--- src/inc/pit_pkg.sv ---
// constants for the pwm interrupt thinning and buffered reload block
// assumes a 32-bit classic wishbone register bus and one timer clock
package pit_pkg;
    localparam int unsigned DATA_W = 16;
    localparam int unsigned BUF_COUNT = 7;
    localparam int unsigned PHASES = 3;
    // buffered register index, byte offset is four times (index + 1)
    localparam int unsigned IDX_PERIOD = 0;
    localparam int unsigned IDX_DUTY_U = 1;
    localparam int unsigned IDX_OPTION = 4;
    localparam int unsigned IDX_ADC_A = 5;
    localparam int unsigned IDX_ADC_B = 6;
    // byte offsets
    localparam logic [7:0] OFS_CTRL = 8'h00;
    localparam logic [7:0] OFS_PERIOD = 8'h04;
    localparam logic [7:0] OFS_DUTY_U = 8'h08;
    localparam logic [7:0] OFS_DUTY_V = 8'h0C;
    localparam logic [7:0] OFS_DUTY_W = 8'h10;
    localparam logic [7:0] OFS_OPTION = 8'h14;
    localparam logic [7:0] OFS_ADC_A = 8'h18;
    localparam logic [7:0] OFS_ADC_B = 8'h1C;
    localparam logic [7:0] OFS_STATUS = 8'h20;
    // control register fields
    localparam int unsigned CTRL_RUN_BIT = 0;
    localparam int unsigned CTRL_IMM_BIT = 1;
    localparam int unsigned CTRL_THIN_XFER_BIT = 2;
    // option register fields
    localparam int unsigned OPT_COUNT_LSB = 0;
    localparam int unsigned OPT_COUNT_W = 5;
    localparam int unsigned OPT_VALLEY_EN_BIT = 5;
    localparam int unsigned OPT_CREST_EN_BIT = 6;
    localparam logic [15:0] OPT_MASK = 16'h007F;
    // status register fields
    localparam int unsigned STAT_DOWN_BIT = 16;
    localparam int unsigned STAT_ARMED_BIT = 17;
    localparam int unsigned STAT_THIN_LSB = 18;
    // reset values
    localparam logic [2:0] CTRL_RESET = 3'h0;
    localparam logic [15:0] PERIOD_RESET = 16'hFFFF;
    localparam logic [15:0] BUF_RESET = 16'h0000;
    // counter values
    localparam logic [15:0] VALLEY_VALUE = 16'h0001;
    localparam logic [15:0] COUNT_ZERO = 16'h0000;
endpackage

--- src/logic/pit_reload.sv ---
// up/down pwm counter with crest/valley interrupt thinning and buffered
// compare reload; registers over classic wishbone, single timer clock
//
// The register offsets and the Wishbone register port were chosen for this implementation.
`timescale 1ns/1ps
`default_nettype none

// Contract
// - thinning acts on crest and valley only
// - crest interrupt needs crest enable bit
// - valley interrupt needs valley enable bit
// - five-bit count masks events, next passes
// - thinned transfer only with surviving interrupt
// - plain batch transfers after duty U write
// - immediate select: writes update buffers now
// - both enables with an even count give alternating crest/valley interrupts
// - thinned mode ignores non-interrupt opportunities
// - seven registers each own working buffer
// - immediate mode ignores transfer thinning select
// - plain batch needs two settings cleared
// - duty U write arms seven-register transfer
// - other writes alone never transfer
// - plain batch opportunities are every crest, valley
// - immediate 0, thinning select 1: thinned batch
// - thinned batch thins transfers like interrupts
// - one duty match per half period
// - duty writes while counting up act after turning
// - crest forces high, valley forces low
// - valley at down 0001, crest at period
// - option write clears thinning counter
module pit_reload (
    // clock and reset
    input wire logic clk,
    input wire logic reset,
    // wishbone slave
    input wire logic wb_cyc_i,
    input wire logic wb_stb_i,
    input wire logic wb_we_i,
    input wire logic [7:0] wb_adr_i,
    input wire logic [3:0] wb_sel_i,
    input wire logic [31:0] wb_dat_i,
    output logic wb_ack_o,
    output logic [31:0] wb_dat_o,
    // timer events
    output logic crestIrq,
    output logic valleyIrq,
    output logic transferStrobe,
    output logic countingDown,
    // pwm and a/d trigger compares
    output logic [2:0] pwmHighSideOut,
    output logic [15:0] adcTriggerCompareA,
    output logic [15:0] adcTriggerCompareB
);
    logic ackReg;
    logic [31:0] datReg;
    logic [2:0] ctrlReg;
    logic [15:0] swReg [pit_pkg::BUF_COUNT];
    logic [15:0] wkReg [pit_pkg::BUF_COUNT];
    logic [15:0] wkNext [pit_pkg::BUF_COUNT];
    logic [15:0] cntReg;
    logic downReg;
    logic [4:0] thinReg;
    logic armedReg;
    logic crestReg;
    logic valleyReg;
    logic xferReg;
    logic [2:0] pwmReg;
    logic [15:0] adcAReg;
    logic [15:0] adcBReg;

    // bus decode
    wire busReq = wb_cyc_i && wb_stb_i;
    wire busWr = busReq && wb_we_i && ackReg;
    wire [5:0] wordAdr = wb_adr_i[7:2];
    wire ctrlHit = wb_adr_i == pit_pkg::OFS_CTRL;
    wire statHit = wb_adr_i == pit_pkg::OFS_STATUS;
    wire [2:0] bufIdx = 3'(wordAdr - 6'h01);
    wire bufHit = wb_adr_i[1:0] == 2'h0 && wordAdr >= 6'h01
        && wordAdr <= 6'h07;
    wire [15:0] wrData = {wb_sel_i[1] ? wb_dat_i[15:8] : 8'h00,
        wb_sel_i[0] ? wb_dat_i[7:0] : 8'h00};
    wire lowLanes = wb_sel_i[0] || wb_sel_i[1];
    wire ctrlWr = busWr && ctrlHit && wb_sel_i[0];
    wire bufWr = busWr && bufHit && lowLanes;
    wire optWr = bufWr && bufIdx == 3'(pit_pkg::IDX_OPTION);
    wire dutyUWr = bufWr && bufIdx == 3'(pit_pkg::IDX_DUTY_U);

    // mode decode
    wire runOn = ctrlReg[pit_pkg::CTRL_RUN_BIT];
    wire immMode = ctrlReg[pit_pkg::CTRL_IMM_BIT];
    wire thinXfer = ctrlReg[pit_pkg::CTRL_THIN_XFER_BIT];
    wire [15:0] optW = wkReg[pit_pkg::IDX_OPTION];
    wire crestEn = optW[pit_pkg::OPT_CREST_EN_BIT];
    wire valleyEn = optW[pit_pkg::OPT_VALLEY_EN_BIT];
    wire [4:0] thinLimit = optW[pit_pkg::OPT_COUNT_LSB +:
        pit_pkg::OPT_COUNT_W];

    // counter events
    // crest and valley
    wire crestEv = runOn && !downReg
        && cntReg == wkReg[pit_pkg::IDX_PERIOD];
    wire valleyEv = runOn && downReg && cntReg == pit_pkg::VALLEY_VALUE;

    wire countedEv = (crestEv && crestEn) || (valleyEv && valleyEn);
    wire survive = countedEv && thinReg == thinLimit;

    wire opportunity = thinXfer ? survive : (crestEv || valleyEv);
    wire doXfer = !immMode && armedReg && opportunity;
    wire armSet = dutyUWr && !immMode;

    // read mux
    wire [31:0] statWord = {9'h000, thinReg, armedReg, downReg, cntReg};
    wire [31:0] rdWord = ctrlHit ? {29'h0, ctrlReg}
        : statHit ? statWord
        : bufHit ? {16'h0000, swReg[bufIdx]}
        : 32'h0;

    // wishbone answer, one wait state
    always_ff @(posedge clk)
    begin
        if (reset)
        begin
            ackReg <= 1'b0;
            datReg <= 32'h0;
        end
        else
        begin
            ackReg <= busReq && !ackReg;
            datReg <= rdWord;
        end
    end

    always_ff @(posedge clk)
    begin
        if (reset)
            ctrlReg <= pit_pkg::CTRL_RESET;
        else if (ctrlWr)
            ctrlReg <= wb_dat_i[2:0];
    end

    generate
        for (genvar i = 0; i < pit_pkg::BUF_COUNT; i++)
        begin : gBuf
            localparam logic [15:0] RST = (i == pit_pkg::IDX_PERIOD)
                ? pit_pkg::PERIOD_RESET : pit_pkg::BUF_RESET;
            localparam logic [15:0] MSK = (i == pit_pkg::IDX_OPTION)
                ? pit_pkg::OPT_MASK : 16'hFFFF;
            wire hit = bufWr && bufIdx == 3'(i);
            assign wkNext[i] = (hit && immMode) ? (wrData & MSK)
                : doXfer ? swReg[i] : wkReg[i];
            always_ff @(posedge clk)
            begin
                if (reset)
                begin
                    swReg[i] <= RST;
                    wkReg[i] <= RST;
                end
                else
                begin
                    if (hit)
                        swReg[i] <= wrData & MSK;
                    wkReg[i] <= wkNext[i];
                end
            end
        end
    endgenerate

    // triangle counter: up 0..m, down m+1..1
    always_ff @(posedge clk)
    begin
        if (reset)
        begin
            cntReg <= pit_pkg::COUNT_ZERO;
            downReg <= 1'b0;
        end
        else if (!runOn)
        begin
            cntReg <= pit_pkg::COUNT_ZERO;
            downReg <= 1'b0;
        end
        else if (valleyEv)
        begin
            cntReg <= pit_pkg::COUNT_ZERO;
            downReg <= 1'b0;
        end
        else if (crestEv)
        begin
            cntReg <= cntReg + 16'h0001;
            downReg <= 1'b1;
        end
        else
            cntReg <= downReg ? cntReg - 16'h0001 : cntReg + 16'h0001;
    end

    // thinning counter and arm flag
    always_ff @(posedge clk)
    begin
        if (reset)
        begin
            thinReg <= 5'h00;
            armedReg <= 1'b0;
        end
        else
        begin
            if (optWr)
                thinReg <= 5'h00;
            else if (countedEv)
                thinReg <= survive ? 5'h00 : thinReg + 5'h01;
            // set wins over transfer clear
            armedReg <= armSet || (armedReg && !doXfer && !immMode);
        end
    end

    always_ff @(posedge clk)
    begin
        if (reset)
        begin
            crestReg <= 1'b0;
            valleyReg <= 1'b0;
            xferReg <= 1'b0;
        end
        else
        begin
            crestReg <= survive && crestEv;
            valleyReg <= survive && valleyEv;
            xferReg <= doXfer;
        end
    end

    // high-side pwm per phase
    generate
        for (genvar p = 0; p < pit_pkg::PHASES; p++)
        begin : gPwm
            logic [15:0] cmpReg;
            logic matchedReg;
            wire match = runOn && !matchedReg && cntReg == cmpReg;
            always_ff @(posedge clk)
            begin
                if (reset)
                begin
                    cmpReg <= pit_pkg::BUF_RESET;
                    matchedReg <= 1'b0;
                    pwmReg[p] <= 1'b0;
                end
                else
                begin
                    if (downReg || valleyEv)
                        cmpReg <= wkNext[p + 1];
                    matchedReg <= (crestEv || valleyEv) ? 1'b0
                        : (matchedReg || match);
                    if (match)
                        pwmReg[p] <= !downReg;
                    else if (crestEv)
                        pwmReg[p] <= 1'b1;
                    else if (valleyEv)
                        pwmReg[p] <= 1'b0;
                end
            end
        end
    endgenerate

    always_ff @(posedge clk)
    begin
        if (reset)
        begin
            adcAReg <= pit_pkg::BUF_RESET;
            adcBReg <= pit_pkg::BUF_RESET;
        end
        else
        begin
            adcAReg <= wkNext[pit_pkg::IDX_ADC_A];
            adcBReg <= wkNext[pit_pkg::IDX_ADC_B];
        end
    end

    assign wb_ack_o = ackReg;
    assign wb_dat_o = datReg;
    assign crestIrq = crestReg;
    assign valleyIrq = valleyReg;
    assign transferStrobe = xferReg;
    assign countingDown = downReg;
    assign pwmHighSideOut = pwmReg;
    assign adcTriggerCompareA = adcAReg;
    assign adcTriggerCompareB = adcBReg;
endmodule

`default_nettype wire

--- config.mk ---
export PLATFORM = sky130hd
export DESIGN_NAME = pit_reload
export DESIGN_NICKNAME = d
export VERILOG_FILES = /design/src/inc/pit_pkg.sv /design/src/logic/pit_reload.sv
export SDC_FILE = /design/constraint.sdc
export NUM_CORES = 1
export LEC_CHECK = 0
export BUFFER_PORTS_ARGS = -buffer_cell sky130_fd_sc_hd__buf_4
export CORE_UTILIZATION = 60
export CTS_BUF_LIST = sky130_fd_sc_hd__clkbuf_4 sky130_fd_sc_hd__clkbuf_8
export DETAILED_ROUTE_END_ITERATION = 16
export PLACE_DENSITY_LB_ADDON = 0.12
export SKIP_LAST_GASP = 1
export SLEW_MARGIN = 20
export SYNTH_ARGS = -nofsm -noshare
export SYNTH_HDL_FRONTEND = slang
export SYNTH_SLANG_ARGS = --single-unit
--- constraint.sdc ---
create_clock -name clk -period 5.4 [get_ports clk]
set_input_delay 0 -clock clk [delete_from_list [all_inputs] [get_ports clk]]
set_output_delay 0 -clock clk [all_outputs]
set_load 0.02 [all_outputs]
## Yosys cells after proc, flatten, opt, wreduce, memory -nomap -nowiden

Memories as Yosys holds them, arrays and structs flattened.
Index checks and enable logic that the tools add are counted.

- Memories: 2
- Bits in writable memories: 224
- Logic and storage cells: 195
- Register bits after elaboration: 148
- Output and inout bits: 72
- Input bits: 49

Memories:

| name | depth | width | rd ports | clocked after memory_dff | write ports | line | RTL |
|---|---|---|---|---|---|---|---|
| swReg | 7 | 16 | 8 | 0 | 7 | pit_reload.sv:57 | `logic [15:0] swReg [pit_pkg::BUF_COUNT];` |
| wkReg | 7 | 16 | 7 | 0 | 7 | pit_reload.sv:58 | `logic [15:0] wkReg [pit_pkg::BUF_COUNT];` |

- Eq/ne operators: 13
- Bitwise gates (word level): 15
- Add/sub/neg operators: 4
- Magnitude comparators: 2
- Mux-type cells: 66
- Reductions and logical operators: 70

Operators by type and width:

| kind | number |
|---|---|
| $mux W16 | 31 |
| $eq A16 B16 Y1 | 4 |
| $logic_and A1 B1 Y1 | 44 |
| $mux W1 | 30 |
| $mux W23 | 1 |
| $add A16 B1 Y16 const B | 1 |
| $eq A16 B1 Y1 const B | 1 |
| $mux W8 | 2 |
| $sub A16 B1 Y16 const B | 1 |
| $or A1 B1 Y1 | 14 |
| $eq A3 B3 Y1 const B | 3 |
| $reduce_bool A3 Y1 | 3 |
| $eq A8 B6 Y1 const B | 1 |
| $logic_not A8 Y1 | 1 |
| $logic_or A1 B1 Y1 | 8 |
| $logic_not A1 Y1 | 7 |
| $eq A3 B2 Y1 const B | 2 |
| $ge A6 B1 Y1 const B | 1 |
| $le A6 B3 Y1 const B | 1 |
| $reduce_or A2 Y1 | 3 |
| $reduce_or A3 Y1 | 2 |
| $add A5 B1 Y5 const B | 1 |
| $eq A5 B5 Y1 | 1 |
| $mux W5 | 1 |
| other kinds (6) | 6 |

## Logic depth before layout (Yosys ltp)

- Word-level depth: 12
- Gate-level depth with buffers: 14
- Mapped depth without buffers: 9

## Worst setup path before layout

No wires, ideal clock.

- Path kind: input-to-reg
- Start: in wb_adr_i[2]
- End: mem wkReg[1][10]
- Setup time: 65 ps
- Setup slack: 2139 ps
- Arrival: 3196 ps
- Buffers on the path: 5
- Data required time: 5335 ps
- Stages on the path: 14
- Cell sequence: clkbuf_1 > clkbuf_1 > clkinv_1 > ha_1 > nor3b_1 > nor3_2 > and3b_1 > buf_2 > and3_1 > clkbuf_1 > clkbuf_1 > a31oi_1 > a32o_1 > nor2_1

RTL lines:

| what | line | RTL |
|---|---|---|
| start, declared | pit_reload.sv:39 | `input wire logic [7:0] wb_adr_i,` |
| end, declared | pit_reload.sv:58 |  |

## Final worst setup path

- Start: reg cntReg[7]
- End: reg adcAReg[14], in the netlist adcTriggerCompareA[14]

- Longest elaborated chain between the ends: 9
- Elaborated cells between the ends (all ways): 13
- Classes of those cells: eq/ne (2); mux (3); reduce/logical (8)

Ends and longest elaborated chain:

| what | line | RTL |
|---|---|---|
| start, declared | pit_reload.sv:60 | `logic [15:0] cntReg;` |
| start signal, assigned | pit_reload.sv:173 | `cntReg <= pit_pkg::COUNT_ZERO;` |
| start signal, assigned | pit_reload.sv:178 | `cntReg <= pit_pkg::COUNT_ZERO;` |
| start signal, assigned | pit_reload.sv:183 | `cntReg <= pit_pkg::COUNT_ZERO;` |
| $eq A16 B16 Y1 or $eq A16 B1 Y1 (tied branches) | pit_reload.sv:101, pit_reload.sv:102 |  |
| $logic_and A1 B1 Y1, on equally long branches | pit_reload.sv:101, pit_reload.sv:102 |  |
| $logic_and A1 B1 Y1 | pit_reload.sv:104 | `wire countedEv = (crestEv && crestEn) \|\| (valleyEv && valleyEn);` |
| $logic_or A1 B1 Y1 | pit_reload.sv:104 |  |
| $logic_and A1 B1 Y1 | pit_reload.sv:105 | `wire survive = countedEv && thinReg == thinLimit;` |
| $mux W1 * | pit_reload.sv:107 | `wire opportunity = thinXfer ? survive : (crestEv \|\| valleyEv);` |
| $logic_and A1 B1 Y1 * | pit_reload.sv:108 | `wire doXfer = !immMode && armedReg && opportunity;` |
| $mux W16 * | pit_reload.sv:150 | `: doXfer ? swReg[i] : wkReg[i];` |
| $mux W16 * | pit_reload.sv:149 | `assign wkNext[i] = (hit && immMode) ? (wrData & MSK)` |
| end signal, assigned | pit_reload.sv:266 | `adcAReg <= pit_pkg::BUF_RESET;` |
| end signal, assigned | pit_reload.sv:271 | `adcAReg <= wkNext[pit_pkg::IDX_ADC_A];` |
| end, declared | pit_reload.sv:68 | `logic [15:0] adcAReg;` |

Every way passes the cells marked *; elsewhere a longest branch is shown, timed or not.
A chain may end at the register's enable or synchronous reset.

==> flow_summary.yaml <==
outcome:
  status: "finished, final reports clean"
timing:
  clock_skew_ns: 0.01932
  fin_crit_ns: 4.048
  slew-limit-headroom_pct: 21.01
  worstMarginPinSlew_ns: 1.184
  final-setup-viol-count: 0
  drv_slew: 0
  clock.fmax_mhz: 247.0
  whs_ns: 0.02666
  period_share_pct: 74.97
  rsz0062_at_grt: "no"
  fin_setup_tns_ns: 0
  hold_viol: 0
  setup_ws_ns: 1.352
detailed_routing:
  wl_met2_mm: 23.00
  drc: 0
  routed.top_layer: "met4"
  vias_per_cell: 6.908
  drt_first_iter_violations: 1863
  totalWireLength_mm: 53.54
  drtAntennaViolNets: 0
  first_pass_iters: 6
  routed-wl-met3_mm: 7.284
  drt-wirelength-per-cell_um: 25.88
  vias: 14290
  wl_met1_mm: 19.70
die:
  die_area_sq_mm: 0.02641
  row_count: 58
  initial_core_util_pct: 61.22
  io_pins: 121
  die_h_um: 162.5
  core-area_sq_mm: 0.02525
  fp.dieW_um: 162.5
worst_hold_path:
  hp-class: "in2reg"
synthesis:
  yosys_register_bits: 313
  yosysWarnings: 0
  synth_edf_count: 103
  synth_largest_area_cell: "dfxtp_1"
  synthArstFlopShare_pct: 0
  netlist.area_leader.share_pct: 27.19
  synthMostInstantiatedCell: "nor2_1"
  synthesis.area_sq_mm: 0.01546
  avgSynthCellArea_sq_um: 9.286
  synth_cell_types: 63
  synth_area_leaders: "dfxtp_1 27%, edfxtp_1 20%, nor2_1 5.3%"
  synth_seq_area_share_pct: 47.20
  synthTopCellsByCount: "217 x nor2_1, 210 x dfxtp_1, 147 x nand2_1"
  synth_ff_type: "dfxtp_1"
  syn_inst: 1665
grt:
  grt_pass1_vias: 13180
  grtUsageTotal_pct: 40.44
  antenna_found_initial: 0
  grt_max_degree: 71
  overflow: 0
  grt_pass1_wl_mm: 79.57
finish:
  layout-drive-gt1-share_pct: 15.18
  diodes: 0
  nets: 1755
  n_fill_cell: 1993
  final_cell_area_sq_mm: 0.01750
  syn2layout_area_growth_pct: 13.17
setup_path:
  required_ns: 5.89
  critPathSlowestCell: "a2111oi_0"
  critPathBufInv: 2
  cp_max_fo: 55
  crit_top_cell: "buf_4"
  cp-end-kind: "flop"
  path_cells: "a2111oi_0, and4_1, a32oi_4, buf_4, o21ai_4, buf_4, nand2_1, a311oi_1"
  slowest_delay_ns: 0.95
  start_kind: "flop"
  worstSetupPathType: "reg2reg"
  cp_top_family: "compound AO/OA/AOI/OAI gates"
  arrival_ns: 4.54
clock_tree:
  cts_resized: 0
  insertion_delay_ns: 0.60
  cts_made_buffers: 51
  cts_tree: "done"
  cts_max_level: 2
  postCtsSetupBuffers: 0
  clk_pin_slew_ns: 0.06
  cts_sinks: 313
  root_buffer: "clkbuf_8"
  clockBufferDepth: 3
placed_design:
  io_buffers: 93
  dp_slack_ns: 1.577
  postPlaceCellArea_sq_mm: 0.01618
  hpwl_mm: 33.44
  gp_congestion: 0.9406
power_and_ir_drop:
  finalPower_uw: 5098
  leakagePower_uw: 0.006206
  ir_drop_mv: 0.2459
  p_per_area_mw_per_mm2: 291.4
run:
  maxCapViolCount: 0
cells in the final DEF (no fill, tap or decap), types with 9 or more instances in the layout:
cell,netlist,routed
clkbuf_4,0,12
nand2b_1,18,17
a22o_1,13,13
mux2i_1,34,34
a211oi_1,12,12
nor3_1,18,18
nor4_1,14,14
a31o_2,9,9
a311oi_1,22,22
conb_1,1,9
a31o_1,39,39
nor2_1,217,216
o211ai_1,48,48
a32o_1,33,33
edfxtp_1,103,103
buf_4,11,123
nand4_1,57,57
nand2_1,147,147
o21ai_0,56,56
clkbuf_8,0,61
o21bai_1,15,15
xor2_1,71,71
mux4_2,16,16
and2_1,23,22
dlygate4sd3_1,0,15
nand3_1,35,35
a22oi_1,19,19
xnor2_1,15,15
a21oi_1,97,97
clkinv_2,0,10
dfxtp_1,210,209
ha_1,10,9
a31oi_1,65,63
inv_1,11,11
layout make-up:
type	count	area, sq um	area share [%]
inverters	12	45.04	0.2574
well taps	330	412.9	2.360
clock buffers	73	929.6	5.313
multi-input cells	1180	7500	42.86
flip-flops and latches	313	7298	41.71
repair buffers	138	1074	6.135
clock inverters	23	239.0	1.366
logic make-up after synthesis:
| family | after synthesis | synth area share, % |
|---|---|---|
| AND/OR/NAND/NOR | 579 | 17.45 |
| AO/OA/AOI/OAI | 442 | 19.79 |
| flip-flops | 313 | 47.20 |
| buffers and inverters | 180 | 5.034 |
| XOR/XNOR | 86 | 4.872 |
| multiplexers | 54 | 4.823 |
| adder cells (fa/ha/maj) | 10 | 0.8093 |
| other | 1 | 0.02425 |
sequential cells by signal (all words and copies together) (netlist names):
signal / cells
adcTriggerCompareA: 16
gPwm.matchedReg: 3
crestIrq: 1
countingDown: 1
wb_ack_o: 1
gPwm.cmpReg: 48
cntReg: 16
armedReg: 1
transferStrobe: 1
pwmHighSideOut: 3
swReg: 103
thinReg: 5
valleyIrq: 1
adcTriggerCompareB: 16
wkReg: 71
ctrlReg: 3
wb_dat_o: 23
power by group:
group	internal, uW	leakage, uW	switching (uW)
Sequential	2450	0.00271	18.5
Clock	1350	0.000618	1000
Combinational	79.2	0.00287	195
final timing paths:
kind	startpoint	to	slack, ns	cells after the start
worst min-delay path	wb_dat_i[8]	swReg[0][8]	0.03	3
worst max register to register	cntReg[7]	adcTriggerCompareA[14]	1.35	8
worst min register to register	gPwm[0].matchedReg	gPwm[0].matchedReg	0.47	2
worst max-delay path	cntReg[7]	adcTriggerCompareA[14]	1.35	8
metrics by stage:
step / cells / util [%]
floorplan: 1673 / -
global placement: 1958 / 64.06
detailed placement: 1958 / 64.06
CTS: 2069 / 69.28
global route: 2069 / 69.29
finish: 2069 / 69.29
what timing repair did:
action,4_1_cts,5_1_grt
hold endpoints to repair,58,0
setup endpoints to repair,0,0
hold buffers,15,0
metal layers:
metal / global-route usage (%) / vias to the layer above
li1: - / 6169
met1: 53.23 / 6768
met4: 25.64 / 0
met2: 59.83 / 1135
met3: 9.575 / 220
met5: 0 / -
tightest hold or removal path, cell delays in order:
cell     delay [ns]
buf_4          0.08
nand2_1        0.28
nand2_1        0.14
Power figures use the tool's default switching activity.
